### src/rtl/fsp_params.svh
// Register indices, field positions, reset values and timing counts of the serial port
`ifndef FSP_PARAMS_SVH
`define FSP_PARAMS_SVH

// =====================================================================
// Register indices (byte address is four times the index)
`define FSP_IDX_CTRL 10'h098
`define FSP_IDX_BUF 10'h099
`define FSP_IDX_BAUD 10'h09A

// =====================================================================
// Control register fields
`define FSP_B_MODE_HI 7
`define FSP_B_MODE_LO 6
`define FSP_B_FILT 5
`define FSP_B_REN 4
`define FSP_B_TB8 3
`define FSP_B_RB8 2
`define FSP_B_TXDONE 1
`define FSP_B_RXDONE 0
`define FSP_CTRL_RST 8'h00

// =====================================================================
// Baud select register fields
`define FSP_B_BDBL 0
`define FSP_B_TXSRC 1
`define FSP_B_RXSRC 2
`define FSP_BAUD_RST 3'h0

// =====================================================================
// Mode codes
`define FSP_MODE_SHIFT 2'h0
`define FSP_MODE_A8 2'h1
`define FSP_MODE_A9F 2'h2
`define FSP_MODE_A9V 2'h3

// =====================================================================
// Timing: 16 samples per bit, fixed-rate sample dividers
`define FSP_OS_LAST 4'hF
`define FSP_OS_MID 4'h7
`define FSP_FIX_DIV 3'h4
`define FSP_FIX_DIV_DBL 3'h2
`define FSP_TX_BITS8 4'h9
`define FSP_TX_BITS9 4'hA
`define FSP_RX_NINTH 4'h8
`define FSP_RX_STOP9 4'h9
`define FSP_M0_LAST 3'h7

`endif

### src/rtl/fsp_pkg.sv
// State types of the serial port
package fsp_pkg;
  typedef enum logic [1:0] {FSP_TX_IDLE, FSP_TX_WAIT, FSP_TX_SEND} fsp_tx_state_e;
  typedef enum logic [1:0] {FSP_RX_IDLE, FSP_RX_START, FSP_RX_BITS} fsp_rx_state_e;
  typedef enum logic [1:0] {FSP_S0_IDLE, FSP_S0_LOW, FSP_S0_HIGH} fsp_m0_state_e;
endpackage

### src/rtl/fsp_baud.sv
// Sample tick source: timer overflow select or fixed core divider
`timescale 1ns/1ns
module fsp_baud
  import fsp_pkg::*;
#(
  parameter int DIV_W = 3
)
(
  // Clock and reset
  input wire logic pclk,
  input wire logic presetn,
  // Configuration
  input wire logic fixed_rate,
  input wire logic baud_double,
  input wire logic src_sel,
  // Overflow ticks
  input wire logic ovf_a_tick,
  input wire logic ovf_b_tick,
  // Sample tick
  output logic os_tick
);
`include "fsp_params.svh"

  logic [DIV_W-1:0] div_reg;
  logic [DIV_W-1:0] div_next;
  logic os_reg;
  logic os_next;
  logic [DIV_W-1:0] div_top;

  // Divider must hold the fixed divide count
  if (DIV_W < 3)
  begin
    $error("fsp_baud: DIV_W too small");
  end

  // =====================================================================
  // Divider
  always_comb
  begin
    div_top = baud_double ? DIV_W'(`FSP_FIX_DIV_DBL) : DIV_W'(`FSP_FIX_DIV);
    div_next = div_reg;
    os_next = 1'b0;
    if (fixed_rate)
    begin
      if (div_reg >= div_top - DIV_W'(1))
      begin
        div_next = '0;
        os_next = 1'b1;
      end
      else
        div_next = div_reg + DIV_W'(1);
    end
    else
    begin
      div_next = '0;
      os_next = src_sel ? ovf_b_tick : ovf_a_tick; // [RL16]
    end
  end

  always_ff @(posedge pclk or negedge presetn)
  begin
    if (!presetn)
    begin
      div_reg <= '0;
      os_reg <= 1'b0;
    end
    else
    begin
      div_reg <= div_next;
      os_reg <= os_next;
    end
  end

  assign os_tick = os_reg;

endmodule

### src/rtl/fsp_serial_port.sv
// Four-mode serial port with APB register access
// Functional notes
// RL1: Transmit and receive paths run independently
// RL2: Receive shift continues while buffer unread
// RL3: Buffer write loads transmit, read returns receive
// RL4: Two mode bits select one of four modes
// RL5: 8-bit mode filter requires valid stop bit
// RL6: 9-bit mode filter requires ninth bit one
// RL7: Software keeps filter cleared in shift mode
// RL8: Reception only while receive enable set
// RL9: 9-bit modes send programmed ninth bit
// RL10: Ninth bit or stop bit stored
// RL11: Transmit done set at stop start
// RL12: Receive done set at stop middle
// RL13: Shift mode: data on rx, clock on tx
// RL14: Shift receive starts when enabled, flag clear
// RL15: 8-bit frame: start, eight data, stop
// RL16: Each direction picks its own timer source
// RL17: 8-bit write loads stop bit one
// RL18: Async receive starts on falling edge
// RL19: Load only if flag clear and filter passes
// RL20: Fixed rate core/64, or core/32 doubled
// RL21: 9-bit frame: start, data, ninth, stop
// RL22: Fixed-rate transmit waits for next bit tick
// RL23: Variable 9-bit mode uses timer ticks
// RL24: Variable rate bit is sixteen ticks
// RL25: Async receive only on start bit, enabled
// RL26: Separate tick inputs oversample receive pin
// RL27: Interrupt request is OR of flags
//
// Design decision made here: the APB register port.
`timescale 1ns/1ns
module fsp_serial_port
  import fsp_pkg::*;
#(
  parameter int ADDR_W = 12
)
(
  // Clock and reset
  input wire logic pclk,
  input wire logic presetn,
  // APB slave
  input wire logic psel,
  input wire logic penable,
  input wire logic pwrite,
  input wire logic [ADDR_W-1:0] paddr,
  input wire logic [31:0] pwdata,
  output logic [31:0] prdata,
  output logic pready,
  output logic pslverr,
  // Timer overflow ticks
  input wire logic ovf_a_tick,
  input wire logic ovf_b_tick,
  // Serial pins
  input wire logic rx_pin_in,
  output logic rx_pin_out,
  output logic rx_pin_oe_n,
  output logic tx_pin,
  // Interrupt request
  output logic irq
);
`include "fsp_params.svh"

  // Decoder reads address bits up to 11
  if (ADDR_W < 12)
  begin
    $error("fsp_serial_port: ADDR_W must be at least 12");
  end

  // =====================================================================
  // Declarations
  logic [7:0] ctrl_reg, ctrl_next;
  logic [2:0] baud_reg, baud_next;
  logic [7:0] rx_buf_reg, rx_buf_next;
  logic [31:0] prdata_reg, prdata_next;
  logic pready_reg, pready_next;
  logic pslverr_reg, pslverr_next;
  logic irq_reg, irq_next;
  fsp_tx_state_e tx_state_reg, tx_state_next;
  logic [9:0] tx_shift_reg, tx_shift_next;
  logic [3:0] tx_left_reg, tx_left_next;
  logic [3:0] tx_div_reg, tx_div_next;
  logic tx_line_reg, tx_line_next;
  fsp_rx_state_e rx_state_reg, rx_state_next;
  logic [3:0] rx_cnt_reg, rx_cnt_next;
  logic [3:0] rx_bitn_reg, rx_bitn_next;
  logic [7:0] rx_shift_reg, rx_shift_next;
  logic rx9_reg, rx9_next;
  logic rx_meta_reg, rx_sync_reg, rx_prev_reg;
  fsp_m0_state_e m0_state_reg, m0_state_next;
  logic [2:0] m0_cnt_reg, m0_cnt_next;
  logic [7:0] m0_shift_reg, m0_shift_next;
  logic m0_is_tx_reg, m0_is_tx_next;
  logic rx_pin_out_reg, rx_pin_out_next;
  logic rx_pin_oe_n_reg, rx_pin_oe_n_next;
  logic tx_pin_reg, tx_pin_next;
  logic [1:0] mode;
  logic is_shift, is_a8, is_fixed;
  logic ren, filt, rx_done;
  logic acc, hit_ctrl, hit_buf, hit_baud, wr_buf;
  logic tx_os, rx_os, tx_bit_tick;
  logic tx_done_ev, a_final, a_ninth, a_load;
  logic m0_tx_done, m0_rx_load;

  // =====================================================================
  // Decode
  assign mode = {ctrl_reg[`FSP_B_MODE_HI], ctrl_reg[`FSP_B_MODE_LO]}; // [RL4]
  assign is_shift = (mode == `FSP_MODE_SHIFT);
  assign is_a8 = (mode == `FSP_MODE_A8);
  assign is_fixed = (mode == `FSP_MODE_A9F);
  assign ren = ctrl_reg[`FSP_B_REN];
  assign filt = ctrl_reg[`FSP_B_FILT];
  assign rx_done = ctrl_reg[`FSP_B_RXDONE];
  assign acc = psel && penable && pready_reg;
  assign hit_ctrl = (paddr[11:2] == `FSP_IDX_CTRL);
  assign hit_buf = (paddr[11:2] == `FSP_IDX_BUF);
  assign hit_baud = (paddr[11:2] == `FSP_IDX_BAUD);
  assign wr_buf = acc && pwrite && hit_buf; // [RL3]

  // =====================================================================
  // Sample tick sources, one per direction
  fsp_baud #(.DIV_W(3)) u_tx_baud (
    .pclk(pclk),
    .presetn(presetn),
    .fixed_rate(is_fixed), // [RL20]
    .baud_double(baud_reg[`FSP_B_BDBL]),
    .src_sel(baud_reg[`FSP_B_TXSRC]),
    .ovf_a_tick(ovf_a_tick),
    .ovf_b_tick(ovf_b_tick),
    .os_tick(tx_os)
  );

  fsp_baud #(.DIV_W(3)) u_rx_baud (
    .pclk(pclk),
    .presetn(presetn),
    .fixed_rate(is_fixed),
    .baud_double(baud_reg[`FSP_B_BDBL]),
    .src_sel(baud_reg[`FSP_B_RXSRC]), // [RL16] [RL26]
    .ovf_a_tick(ovf_a_tick),
    .ovf_b_tick(ovf_b_tick),
    .os_tick(rx_os)
  );

  // =====================================================================
  // Registers and APB answer
  always_comb
  begin
    ctrl_next = ctrl_reg;
    baud_next = baud_reg;
    rx_buf_next = rx_buf_reg;
    pready_next = psel && penable && !pready_reg;
    prdata_next = 32'h0;
    pslverr_next = 1'b0;
    if (pready_next)
    begin
      pslverr_next = !(hit_ctrl || hit_buf || hit_baud);
      if (hit_ctrl)
        prdata_next = {24'h0, ctrl_reg};
      else if (hit_buf)
        prdata_next = {24'h0, rx_buf_reg}; // [RL3]
      else if (hit_baud)
        prdata_next = {29'h0, baud_reg};
    end
    if (acc && pwrite && hit_ctrl)
      ctrl_next = pwdata[7:0];
    if (acc && pwrite && hit_baud)
      baud_next = pwdata[2:0];
    if (tx_done_ev || m0_tx_done)
      ctrl_next[`FSP_B_TXDONE] = 1'b1; // [RL11]
    if (a_load)
    begin
      rx_buf_next = rx_shift_reg; // [RL19]
      ctrl_next[`FSP_B_RB8] = a_ninth; // [RL10]
      ctrl_next[`FSP_B_RXDONE] = 1'b1; // [RL12]
    end
    else if (m0_rx_load)
    begin
      rx_buf_next = m0_shift_next;
      ctrl_next[`FSP_B_RXDONE] = 1'b1;
    end
    irq_next = ctrl_next[`FSP_B_TXDONE] || ctrl_next[`FSP_B_RXDONE]; // [RL27]
  end

  always_ff @(posedge pclk or negedge presetn)
  begin
    if (!presetn)
    begin
      ctrl_reg <= `FSP_CTRL_RST;
      baud_reg <= `FSP_BAUD_RST;
      rx_buf_reg <= 8'h00;
      prdata_reg <= 32'h0;
      pready_reg <= 1'b0;
      pslverr_reg <= 1'b0;
      irq_reg <= 1'b0;
    end
    else
    begin
      ctrl_reg <= ctrl_next;
      baud_reg <= baud_next;
      rx_buf_reg <= rx_buf_next;
      prdata_reg <= prdata_next;
      pready_reg <= pready_next;
      pslverr_reg <= pslverr_next;
      irq_reg <= irq_next;
    end
  end

  // =====================================================================
  // Asynchronous transmitter
  assign tx_bit_tick = tx_os && (tx_div_reg == `FSP_OS_LAST); // [RL24]

  always_comb
  begin
    tx_state_next = tx_state_reg;
    tx_shift_next = tx_shift_reg;
    tx_left_next = tx_left_reg;
    tx_line_next = tx_line_reg;
    tx_div_next = tx_os ? tx_div_reg + 4'h1 : tx_div_reg;
    tx_done_ev = 1'b0;
    if (is_shift)
    begin
      tx_state_next = FSP_TX_IDLE;
      tx_line_next = 1'b1;
    end
    else if (wr_buf)
    begin
      tx_state_next = FSP_TX_WAIT;
      tx_shift_next[7:0] = pwdata[7:0];
      tx_shift_next[9] = 1'b1;
      tx_shift_next[8] = is_a8 ? 1'b1 : ctrl_reg[`FSP_B_TB8]; // [RL17] [RL9]
    end
    else
    begin
      unique case (tx_state_reg)
        FSP_TX_IDLE:
          tx_line_next = 1'b1;
        FSP_TX_WAIT:
          if (tx_bit_tick) // [RL22] [RL23]
          begin
            tx_line_next = 1'b0;
            tx_left_next = is_a8 ? `FSP_TX_BITS8 : `FSP_TX_BITS9; // [RL15] [RL21]
            tx_state_next = FSP_TX_SEND;
          end
        FSP_TX_SEND:
          if (tx_bit_tick)
          begin
            if (tx_left_reg == 4'h0)
              tx_state_next = FSP_TX_IDLE;
            else
            begin
              tx_line_next = tx_shift_reg[0];
              tx_shift_next = {1'b1, tx_shift_reg[9:1]};
              tx_left_next = tx_left_reg - 4'h1;
              tx_done_ev = (tx_left_reg == 4'h1); // [RL11]
            end
          end
        default:
          tx_state_next = FSP_TX_IDLE;
      endcase
    end
  end

  always_ff @(posedge pclk or negedge presetn)
  begin
    if (!presetn)
    begin
      tx_state_reg <= FSP_TX_IDLE;
      tx_shift_reg <= 10'h3FF;
      tx_left_reg <= 4'h0;
      tx_div_reg <= 4'h0;
      tx_line_reg <= 1'b1;
    end
    else
    begin
      tx_state_reg <= tx_state_next;
      tx_shift_reg <= tx_shift_next;
      tx_left_reg <= tx_left_next;
      tx_div_reg <= tx_div_next;
      tx_line_reg <= tx_line_next;
    end
  end

  // =====================================================================
  // Asynchronous receiver
  always_comb
  begin
    rx_state_next = rx_state_reg;
    rx_cnt_next = rx_os ? rx_cnt_reg + 4'h1 : rx_cnt_reg;
    rx_bitn_next = rx_bitn_reg;
    rx_shift_next = rx_shift_reg;
    rx9_next = rx9_reg;
    a_final = 1'b0;
    a_ninth = is_a8 ? rx_sync_reg : rx9_reg; // [RL10]
    if (!ren || is_shift)
      rx_state_next = FSP_RX_IDLE; // [RL8]
    else
    begin
      unique case (rx_state_reg)
        FSP_RX_IDLE:
          if (rx_prev_reg && !rx_sync_reg) // [RL18] [RL25]
          begin
            rx_state_next = FSP_RX_START;
            rx_cnt_next = 4'h0;
          end
        FSP_RX_START:
          if (rx_os && rx_cnt_reg == `FSP_OS_MID)
          begin
            rx_cnt_next = 4'h0;
            rx_bitn_next = 4'h0;
            rx_state_next = rx_sync_reg ? FSP_RX_IDLE : FSP_RX_BITS;
          end
        FSP_RX_BITS:
          if (rx_os && rx_cnt_reg == `FSP_OS_LAST) // [RL26]
          begin
            rx_bitn_next = rx_bitn_reg + 4'h1;
            if (rx_bitn_reg < `FSP_RX_NINTH)
              rx_shift_next = {rx_sync_reg, rx_shift_reg[7:1]}; // [RL2]
            else if (is_a8 || rx_bitn_reg == `FSP_RX_STOP9)
            begin
              a_final = 1'b1;
              rx_state_next = FSP_RX_IDLE;
            end
            else
              rx9_next = rx_sync_reg;
          end
        default:
          rx_state_next = FSP_RX_IDLE;
      endcase
    end
    a_load = a_final && !rx_done && (!filt || a_ninth); // [RL19] [RL5] [RL6]
  end

  always_ff @(posedge pclk or negedge presetn)
  begin
    if (!presetn)
    begin
      rx_state_reg <= FSP_RX_IDLE;
      rx_cnt_reg <= 4'h0;
      rx_bitn_reg <= 4'h0;
      rx_shift_reg <= 8'h00;
      rx9_reg <= 1'b0;
      rx_meta_reg <= 1'b1;
      rx_sync_reg <= 1'b1;
      rx_prev_reg <= 1'b1;
    end
    else
    begin
      rx_state_reg <= rx_state_next;
      rx_cnt_reg <= rx_cnt_next;
      rx_bitn_reg <= rx_bitn_next;
      rx_shift_reg <= rx_shift_next;
      rx9_reg <= rx9_next;
      rx_meta_reg <= rx_pin_in;
      rx_sync_reg <= rx_meta_reg;
      rx_prev_reg <= rx_sync_reg;
    end
  end

  // =====================================================================
  // Shift-register mode and pin drivers
  always_comb
  begin
    m0_state_next = m0_state_reg;
    m0_cnt_next = m0_cnt_reg;
    m0_shift_next = m0_shift_reg;
    m0_is_tx_next = m0_is_tx_reg;
    m0_tx_done = 1'b0;
    m0_rx_load = 1'b0;
    if (!is_shift || (m0_state_reg != FSP_S0_IDLE && !m0_is_tx_reg && !ren))
      m0_state_next = FSP_S0_IDLE;
    else
    begin
      unique case (m0_state_reg)
        FSP_S0_IDLE:
          if (wr_buf) // [RL13]
          begin
            m0_state_next = FSP_S0_LOW;
            m0_shift_next = pwdata[7:0];
            m0_is_tx_next = 1'b1;
            m0_cnt_next = 3'h0;
          end
          else if (ren && !rx_done) // [RL14]
          begin
            m0_state_next = FSP_S0_LOW;
            m0_is_tx_next = 1'b0;
            m0_cnt_next = 3'h0;
          end
        FSP_S0_LOW:
          m0_state_next = FSP_S0_HIGH;
        FSP_S0_HIGH:
        begin
          m0_shift_next = {rx_sync_reg, m0_shift_reg[7:1]};
          m0_cnt_next = m0_cnt_reg + 3'h1;
          m0_state_next = FSP_S0_LOW;
          if (m0_cnt_reg == `FSP_M0_LAST)
          begin
            m0_state_next = FSP_S0_IDLE;
            m0_tx_done = m0_is_tx_reg; // [RL11]
            m0_rx_load = !m0_is_tx_reg; // [RL12]
          end
        end
        default:
          m0_state_next = FSP_S0_IDLE;
      endcase
    end
    rx_pin_out_next = m0_shift_next[0];
    rx_pin_oe_n_next = !(m0_is_tx_next && m0_state_next != FSP_S0_IDLE);
    tx_pin_next = is_shift ? (m0_state_next != FSP_S0_LOW) : tx_line_next; // [RL13] [RL1]
  end

  always_ff @(posedge pclk or negedge presetn)
  begin
    if (!presetn)
    begin
      m0_state_reg <= FSP_S0_IDLE;
      m0_cnt_reg <= 3'h0;
      m0_shift_reg <= 8'h00;
      m0_is_tx_reg <= 1'b0;
      rx_pin_out_reg <= 1'b0;
      rx_pin_oe_n_reg <= 1'b1;
      tx_pin_reg <= 1'b1;
    end
    else
    begin
      m0_state_reg <= m0_state_next;
      m0_cnt_reg <= m0_cnt_next;
      m0_shift_reg <= m0_shift_next;
      m0_is_tx_reg <= m0_is_tx_next;
      rx_pin_out_reg <= rx_pin_out_next;
      rx_pin_oe_n_reg <= rx_pin_oe_n_next;
      tx_pin_reg <= tx_pin_next;
    end
  end

  assign prdata = prdata_reg;
  assign pready = pready_reg;
  assign pslverr = pslverr_reg;
  assign rx_pin_out = rx_pin_out_reg;
  assign rx_pin_oe_n = rx_pin_oe_n_reg;
  assign tx_pin = tx_pin_reg;
  assign irq = irq_reg;
endmodule

### config.mk
export PLATFORM = sky130hd
export DESIGN_NAME = fsp_serial_port
export DESIGN_NICKNAME = d
export VERILOG_FILES = /design/src/rtl/fsp_pkg.sv /design/src/rtl/fsp_baud.sv /design/src/rtl/fsp_serial_port.sv
export VERILOG_INCLUDE_DIRS = /design/src /design/src/rtl
export SDC_FILE = /design/constraint.sdc
export NUM_CORES = 1
export LEC_CHECK = 0
export BUFFER_PORTS_ARGS = -buffer_cell sky130_fd_sc_hd__buf_2
export CAP_MARGIN = 20
export CELL_PAD_IN_SITES_DETAIL_PLACEMENT = 0
export CELL_PAD_IN_SITES_GLOBAL_PLACEMENT = 1
export CORE_ASPECT_RATIO = 0.5
export CORE_MARGIN = 2
export CORE_UTILIZATION = 45
export CTS_BUF_LIST = sky130_fd_sc_hd__clkbuf_8
export DETAILED_ROUTE_END_ITERATION = 8
export PLACE_DENSITY_LB_ADDON = 0.15
export SLEW_MARGIN = 20
export SYNTH_ARGS = -nofsm -noshare
export SYNTH_HDL_FRONTEND = slang
export SYNTH_SLANG_ARGS = --single-unit
### constraint.sdc
create_clock -name pclk -period 2.9 [get_ports pclk]
set_clock_uncertainty 0.15 [all_clocks]
set_input_delay 0.725 -clock pclk [delete_from_list [all_inputs] [get_ports pclk]]
set_output_delay 0.725 -clock pclk [all_outputs]
set_load 0.02 [all_outputs]
## Yosys cells after proc, flatten, opt, wreduce, memory -nomap -nowiden

Cells that the tools add are included.

- Add/sub/neg operators: 8
- Multiply operators: 0
- Divide/modulo/power cells: 0
- $lt $le $gt $ge: 3
- Eq/ne operators: 34
- Shift operators: 0
- Mux-type cells: 94
- Bitwise operators: 6
- Reduce and logical (&&, ||, !) cells: 56

Operator list:

| kind | number |
|---|---|
| two-way mux 8 bit | 6 |
| two-way mux 1 bit | 40 |
| two-way mux 10 bit | 4 |
| two-way mux 4 bit | 9 |
| two-way mux 2 bit | 16 |
| two-way mux 32 bit | 1 |
| == test 10 x 8 -> 1 bit (second input constant) | 3 |
| two-way mux 3 bit | 9 |
| case mux 4 bit (2 select lines) | 3 |
| != test 3 bit (second input constant) | 7 |
| case mux 2 bit (3 select lines) | 3 |
| nonzero test 2 bit | 9 |
| logical AND 1 bit | 17 |
| case mux 8 bit (2 select lines) | 1 |
| AND reduction 4 bit | 4 |
| adder 4 x 1 -> 4 bit (second input constant) | 3 |
| == test 4 bit (second input constant) | 3 |
| != test 2 bit (second input constant) | 6 |
| != test 4 bit (second input constant) | 3 |
| AND reduction 5 bit | 2 |
| adder 3 x 1 -> 3 bit (second input constant) | 3 |
| logical NOT 1 bit | 9 |
| == test 2 x 1 -> 1 bit (second input constant) | 4 |
| == test 2 bit (second input constant) | 4 |
| 16 further kinds | 32 |

- Bits in registers: 122
- Latch bits: 0
- RAM bits: 0
- Bits in read-only memories: 0
- Output and inout port bits: 38
- Memories kept: 0

## Depth between registers and ports, before layout

Gate-level depths: netlist of the first run.

- Word-level depth: 11
- Depth in mapped cells: 8

## Hierarchy

A second synthesis of the first run with hierarchy kept.

- Cells, all modules: 453
- Area total of the unflattened synthesis: 4845.9 um^2

By module, submodules not included:

| module | times used | cells each | area each (um^2) | sequential area each (um^2) |
|---|---|---|---|---|
| fsp_serial_port | 1 | 427 | 4488.1 | 2220.9 |
| fsp_baud | 2 | 13 | 178.9 | 100.1 |

## Worst setup path after synthesis of the first run

No wires, ideal clock.

- Kind: input to register
- From: input port paddr[8]
- To: register irq_reg (netlist: irq)
- Setup time: 0.153 ns
- Data arrival time: 2.419 ns
- Setup slack: 0.178 ns
- Stages: 5
- Buffers on the path: 0
- Cell sequence: or4b_4 -> nor4_1 -> o41a_1 -> o211ai_2 -> nand3b_1

- Cells in the longest elaborated chain, start to end: 7
- Elaborated cells between the ends (all ways): 12
- Classes of those cells: eq/ne: 2; mux: 6; reduce/logical: 4

RTL lines:

| item | RTL line | text |
|---|---|---|
| from (decl) | fsp_serial_port.sv:46 | `input wire logic [ADDR_W-1:0] paddr,` |
| == test 10 x 8 -> 1 bit (no line) | - |  |
| logical AND 1 bit | fsp_serial_port.sv:118 | `assign wr_buf = acc && pwrite && hit_buf;` |
| two-way mux 1 bit | fsp_serial_port.sv:225 | `else if (wr_buf)` |
| two-way mux 1 bit | fsp_serial_port.sv:220 | `if (is_shift)` |
| logical OR 1 bit | fsp_serial_port.sv:168 | `if (tx_done_ev \|\| m0_tx_done)` |
| two-way mux 1 bit (*) | fsp_serial_port.sv:168 |  |
| named net ctrl_next[1] | fsp_serial_port.sv:72 | `logic [7:0] ctrl_reg, ctrl_next;` |
| logical OR 1 bit (*) | fsp_serial_port.sv:181 | `` irq_next = ctrl_next[`FSP_B_TXDONE] \|\| ctrl_next[`FSP_B_RXDONE]; `` |
| named net irq_next | fsp_serial_port.sv:78 | `logic irq_reg, irq_next;` |
| to (signal assigned) | fsp_serial_port.sv:204 | `irq_reg <= irq_next;` |
| to (decl) | fsp_serial_port.sv:78 |  |

Mark *: on every way through the listed nets, which the timed path passes. The rest lies on a longest branch. The select of a mux whose other input is x is not followed.
A chain may end at the register's enable or synchronous reset.

## Worst setup path in the final report of the first run

Same ends and word-level chain as after synthesis.

==> results.yml, run 1 <==
sta:
  fin_ws_ns: 0.4271
  hold_viol_final: 0
  max_slew_margin_pct: 39.64
  fin_tns_setup_ns: 0
  worstMarginPinSlew_ns: 0.9012
  fin_crit_sh_pct: 85.27
  fmax_mhz: 404.4
  setup_violations: 0
  rsz0062_at_grt: "no"
  slew_viol_final: 0
  fin_crit_ns: 2.473
detailed_routing:
  drtAntennaViolNets: 0
  drt-initial-drc-count: 223
  drc: 0
  firstDrtPassIters: 4
  wl_met1_um: 5284
  vias_per_cell: 5.266
  vias: 3439
  dr_wl_met3_um: 600
  wl_met2_um: 4352
  drt_wl_total_um: 10420
  wl_per_cell_um: 15.95
  routed.top_layer: "met4"
floorplanning:
  core_mm2: 0.01031
  die-area_mm2: 0.01160
  ios: 90
  die_w_um: 150.3
  std_cell_rows: 26
  initial_core_util_pct: 46.71
  die_h_um: 77.16
critical_path:
  worstPathMaxFanout: 9
  setup.worst_path.end_class: "flip-flop"
  start_kind: "input port"
  critical_path_required_ns: 2.97
  critical_path_class: "in2reg"
  cp_data_arrival_time_ns: 2.54
layout:
  drive_above_1_share_pct: 24.95
  fillCellCount: 971
  area_delta_synth_final_pct: 12.44
  instances_no_fill: 653
  diodes: 0
  nets: 577
  largest_reg_flops: 9
logic_synthesis:
  synth_flop_cell: "dfrtp_1"
  yosysUniqueCellTypes: 58
  ys_ff_latch: 96
  postSynthAreaPerCell_um2: 10.75
  ys_seq_area_share_pct: 50.26
  yosysWarnings: 0
  async_reset_ff_share_pct: 100.0
  synth_top_area_share_pct: 42.08
  yosysTopAreaCell: "dfrtp_1"
  syn_area_mm2: 0.004817
  synth_edf_count: 0
  postSynthCellCount: 448
  synth.area.top_cells: "dfrtp_1 42%, dfstp_2 8.2%, mux2i_1 4.8%"
global_routing:
  grt_pass1_vias: 3420
  grt_pass1_wl_um: 17370
  overflow: 0
  grt_antenna_before_repair: 0
  grt_max_degree: 39
  grt_usage_pct: 19.48
job:
  max_cap_viol_count: 0
clock_tree:
  clock_sinks: 96
  post_cts_buffers: 0
  cts_buffers: 9
  cts_tree: "done"
  cts-root-buf: "clkbuf_8"
  clock_latency_ns: 0.37
  htreeDepth: 3
  cts.path.max_buffers: 2
  clk_pin_slew_ns: 0.09
placement:
  post-place-ws_ns: 0.04675
  hpwl_um: 7778
  io_buffer_count: 39
  place_congestion: 0.7991
  dpl.cell_count: 637
power:
  p_leak_nw: 2.550
  vdd_drop_max_mv: 0.2348
  powerDensity_mw_per_mm2: 509.4
run_status:
  status: "finished, final reports clean"
hold_path:
  hp-class: "in2async"
## timing repair
action	in CTS	in global routing
gates resized for setup	0	1
hold buffers	0	0
setup endpoints to repair	0	1
## logic make-up after synthesis
logic type,synth area share (%)
and+or+nand+nor,15.66
AOI/OAI and AO/OA,12.96
DFF,50.26
buffers and inverters,5.948
muxes,9.221
adders and majority gates,4.416
xor gates and xnor gates,1.455
other,0.07785
## worst paths after layout
kind | slack (ns) | startpoint | depth (start not counted) | to
setup reg to reg | 0.43 | ctrl_reg[7] | 5 | rx_buf_reg[5]
min in group pclk | 0.21 | rx_meta_reg | 0 | rx_sync_reg
max in group asynchronous | 1.79 | presetn | 2 | rx_sync_reg
hold / removal | 0.16 | presetn | 1 | tx_div_reg[3]
hold reg to reg | 0.21 | rx_meta_reg | 0 | rx_sync_reg
setup / recovery | 0.43 | paddr[8] | 8 | irq
## cells in the mapped netlist, types with 2 or more instances
cell type / number
clkbuf_1: 9
inv_1: 11
mux2i_1: 23
nand2_1: 19
a2111oi_0: 2
dfrtp_1: 81
and2_1: 18
o21bai_1: 2
nand3_1: 5
or3_1: 4
buf_6: 2
nand4_1: 7
ha_1: 17
o31ai_1: 2
buf_4: 24
or2_2: 3
dfstp_2: 15
a22o_1: 2
nor2_1: 48
nor3_1: 5
xor2_1: 5
a21boi_0: 4
nor4_1: 5
a21oi_1: 37
mux2_2: 19
a21oi_2: 3
a31oi_1: 5
or3b_2: 3
nand3b_1: 4
o21ai_0: 21
nand2b_1: 6
nor2b_1: 4
xnor2_1: 3
a221o_1: 6
## worst max-delay path: stages
cell and delay [ns]:
buf_2 0.09, or4b_4 0.53, buf_4 0.17, nor4_1 0.31, buf_4 0.22, o41a_1 0.23
o211ai_2 0.10, nand3b_1 0.16
## layout by cell type, fill, tap and decap left out, drive strengths merged, types with 18 or more instances in the layout
master and instances:
mux2i 23, and2 18, nor2 48, o21ai 21, nand2 19, conb 24, dfrtp 81, a21oi 41
buf 63, mux2 19
## where the power goes
| group | internal [mW] | leakage (nW) | switching, mW | total, mW |
|---|---|---|---|---|
| registers | 1.47 | 1.22 | 0.116 | 1.59 |
| logic | 0.145 | 1.24 | 0.192 | 0.337 |
| clock network | 0.322 | 0.0896 | 0.509 | 0.832 |
## metal layers
metal	track usage, %	vias up
met1	28.40	1664
met4	6.226	0
met5	0	-
met3	4.762	16
met2	28.41	94
li1	-	1665
## layout make-up
| class | count | area [um^2] | area share (%) |
|---|---|---|---|
| Clock buffer | 9 | 123.9 | 2.287 |
| Timing Repair Buffer | 63 | 402.9 | 7.438 |
| Tap cell | 140 | 175.2 | 3.234 |
| Sequential cell | 96 | 2421 | 44.70 |
| Clock inverter | 7 | 56.30 | 1.040 |
| Multi-Input combinational cell | 327 | 2196 | 40.54 |
| Inverter | 11 | 41.29 | 0.7623 |
## metrics by stage
stage	utilization [%]	hold slack, ns	power [mW]	cell area [um^2]
after floorplan	-	0.1952	1.844	4903
after global placement	50.78	0.1960	1.939	5236
after detailed placement	50.78	0.1991	1.954	5236
after CTS	52.52	0.1702	2.784	5416
after global routing	52.52	0.1852	2.908	5416
final	52.52	0.1587	2.759	5416
Note: power is estimated with default switching activity, not from simulation.
==> inputs of run 2 (changes only) <==
--- a/config.mk
+++ b/config.mk
@@ -10,7 +10,7 @@
 export CAP_MARGIN = 20
 export CELL_PAD_IN_SITES_DETAIL_PLACEMENT = 0
 export CELL_PAD_IN_SITES_GLOBAL_PLACEMENT = 1
-export CORE_ASPECT_RATIO = 0.5
+export CORE_ASPECT_RATIO = 0.8
 export CORE_MARGIN = 2
 export CORE_UTILIZATION = 45
 export CTS_BUF_LIST = sky130_fd_sc_hd__clkbuf_8
==> constraint.sdc (replaced) <==
create_clock -name pclk -period 2.4 [get_ports pclk]
set_clock_uncertainty 0.15 [all_clocks]
set_input_delay 0.6 -clock pclk [delete_from_list [all_inputs] [get_ports pclk]]
set_output_delay 0.6 -clock pclk [all_outputs]
set_load 0.02 [all_outputs]
==> run 2 against run 1 <==
  * Clock-buffer cell count up 1
  * Combinational power rose by 24%
  * Register-to-register slack got worse by 0.32 ns
  * Sequential cell count unchanged
  * Final cell count rose by 1.2%
  * Critical path type is now reg2reg
==> results.yml, run 2 (synthesis gave the netlist of run 1 again) <==
layout:
  drive_above_1_share_pct: 27.06
  largest_reg_flops: 9
  area_delta_synth_final_pct: 14.75
  seqCellArea_mm2: 0.002421
  final_cell_mix: "81 x dfrtp_1, 46 x nor2_1, 38 x buf_2"
  nets: 585
  diodes: 0
  final_common_cell: "dfrtp_1"
  fillCellCount: 964
  multi_input_area_mm2: 0.002217
clock_tree:
  cts-root-buf: "clkbuf_8"
  cts_buffers: 9
  post_cts_buffers: 0
  cts_tree: "done"
  clock_latency_ns: 0.36
  cts.path.max_buffers: 2
  htreeDepth: 3
  clk_pin_slew_ns: 0.10
  clock_sinks: 96
sta:
  fin_crit_ns: 2.297
  slew_viol_final: 0
  setup_violations: 0
  fin_tns_setup_ns: 0
  max_slew_margin_pct: 51.01
  worstMarginPinSlew_ns: 0.7163
  hold_viol_final: 0
  fmax_mhz: 435.3
  fin_ws_ns: 0.1029
  rsz0062_at_grt: "no"
  whs_ns: 0.04237
  fin_crit_sh_pct: 95.71
critical_path:
  critPathSlowestCell: "or3b_2"
  timing.critical_path.buf_inv: 1
  critical_path.top_delay_family: "simple AND/OR/NAND/NOR gates"
  cp_data_arrival_time_ns: 2.43
  critical_path_required_ns: 2.53
  worstPathMaxFanout: 4
  crit_start: "tx_left_reg[0]"
  critical_path_class: "reg2reg"
  cp_common_cell: "or3b_2"
  r2r_start: "tx_left_reg[0]"
  setup.worst_path.end_class: "flip-flop"
  worstPathCellList: "inv_1, ha_1, or3b_2, or3b_2, o41a_1, o211ai_2, nand3b_1"
  slowest_delay_ns: 0.49
  start_kind: "flip-flop"
power:
  powerDensity_mw_per_mm2: 614.9
  p_total_mw: 3.399
  p_leak_nw: 2.610
  vdd_drop_max_mv: 0.3870
hold_path:
  hp-class: "in2async"
global_routing:
  grt_pass1_vias: 3375
  grt_pass1_wl_um: 17340
  grt_max_degree: 36
  grt_antenna_before_repair: 0
  overflow: 0
  grt_usage_pct: 19.47
run_status:
  status: "finished, final reports clean"
floorplanning:
  std_cell_rows: 33
  ios: 90
  die_w_um: 119.7
  die_h_um: 96.54
  initial_core_util_pct: 46.67
  die-area_mm2: 0.01155
  core_mm2: 0.01032
placement:
  place_congestion: 0.8431
  hpwl_um: 7868
  post-place-ws_ns: -0.2333
  io_buffer_count: 39
job:
  max_cap_viol_count: 0
detailed_routing:
  vias: 3456
  drtAntennaViolNets: 0
  drc: 0
  wl_per_cell_um: 15.69
  vias_per_cell: 5.228
  drt_wl_total_um: 10370
  drt-initial-drc-count: 203
  firstDrtPassIters: 6
## run 2: changes by cell type in the layout (fill, tap and decap cells not counted), sizes merged
cell and change:
buf +8, inv -3, bufinv +1, clkinv +2
clkbuf +1, clkinvlp -1
## run 2: final cells by class
cell class,count,area share [%]
clock buffers,10,2.490
clock inverters,6,1.086
inverters,11,0.7469
multi-input cells,327,40.11
flip-flops and latches,96,43.80
well taps,140,3.169
repair buffers,71,8.601
## run 2: metal layers
| metal | GRT usage (%) | share of wire, % | up-vias |
|---|---|---|---|
| met5 | 0 | 0 | - |
| met4 | 5.392 | 1.6 | 0 |
| met3 | 4.284 | 4.3 | 13 |
| met2 | 30.10 | 45 | 69 |
| met1 | 27.87 | 49 | 1701 |
| li1 | - | - | 1673 |
## run 2: stage by stage
stage / instances / utilization (%) / instance area, um^2
5_1_grt: 661 / 53.55 / 5528
6_report: 661 / 53.55 / 5528
4_1_cts: 661 / 53.45 / 5518
2_1_floorplan: 471 / - / 4915
3_3_place_gp: 645 / 51.54 / 5320
3_5_place_dp: 645 / 51.54 / 5320
## run 2: worst paths after layout
path / to / slack, ns / cells past startpoint
hold reg to reg: rx_sync_reg / 0.21 / 0
hold / removal: rx_buf_reg[0] / 0.04 / 1
setup / recovery: irq / 0.10 / 7
min in group pclk: rx_meta_reg / 0.19 / 1
max in group asynchronous: tx_pin / 1.42 / 2
setup reg to reg: irq / 0.10 / 7
## run 2: repair_timing
item                                   CTS  global route
hold buffers                             0             0
endpoints found under the hold margin    0             0
setup endpoints to repair                0            11
gates resized for setup                  0             2
## run 2: where the power goes
part	internal [mW]	total, mW	switching, mW
sequential	1.78	1.92	0.137
clock	0.505	1.06	0.558
combinational	0.181	0.418	0.237
total	2.47	3.40	0.932
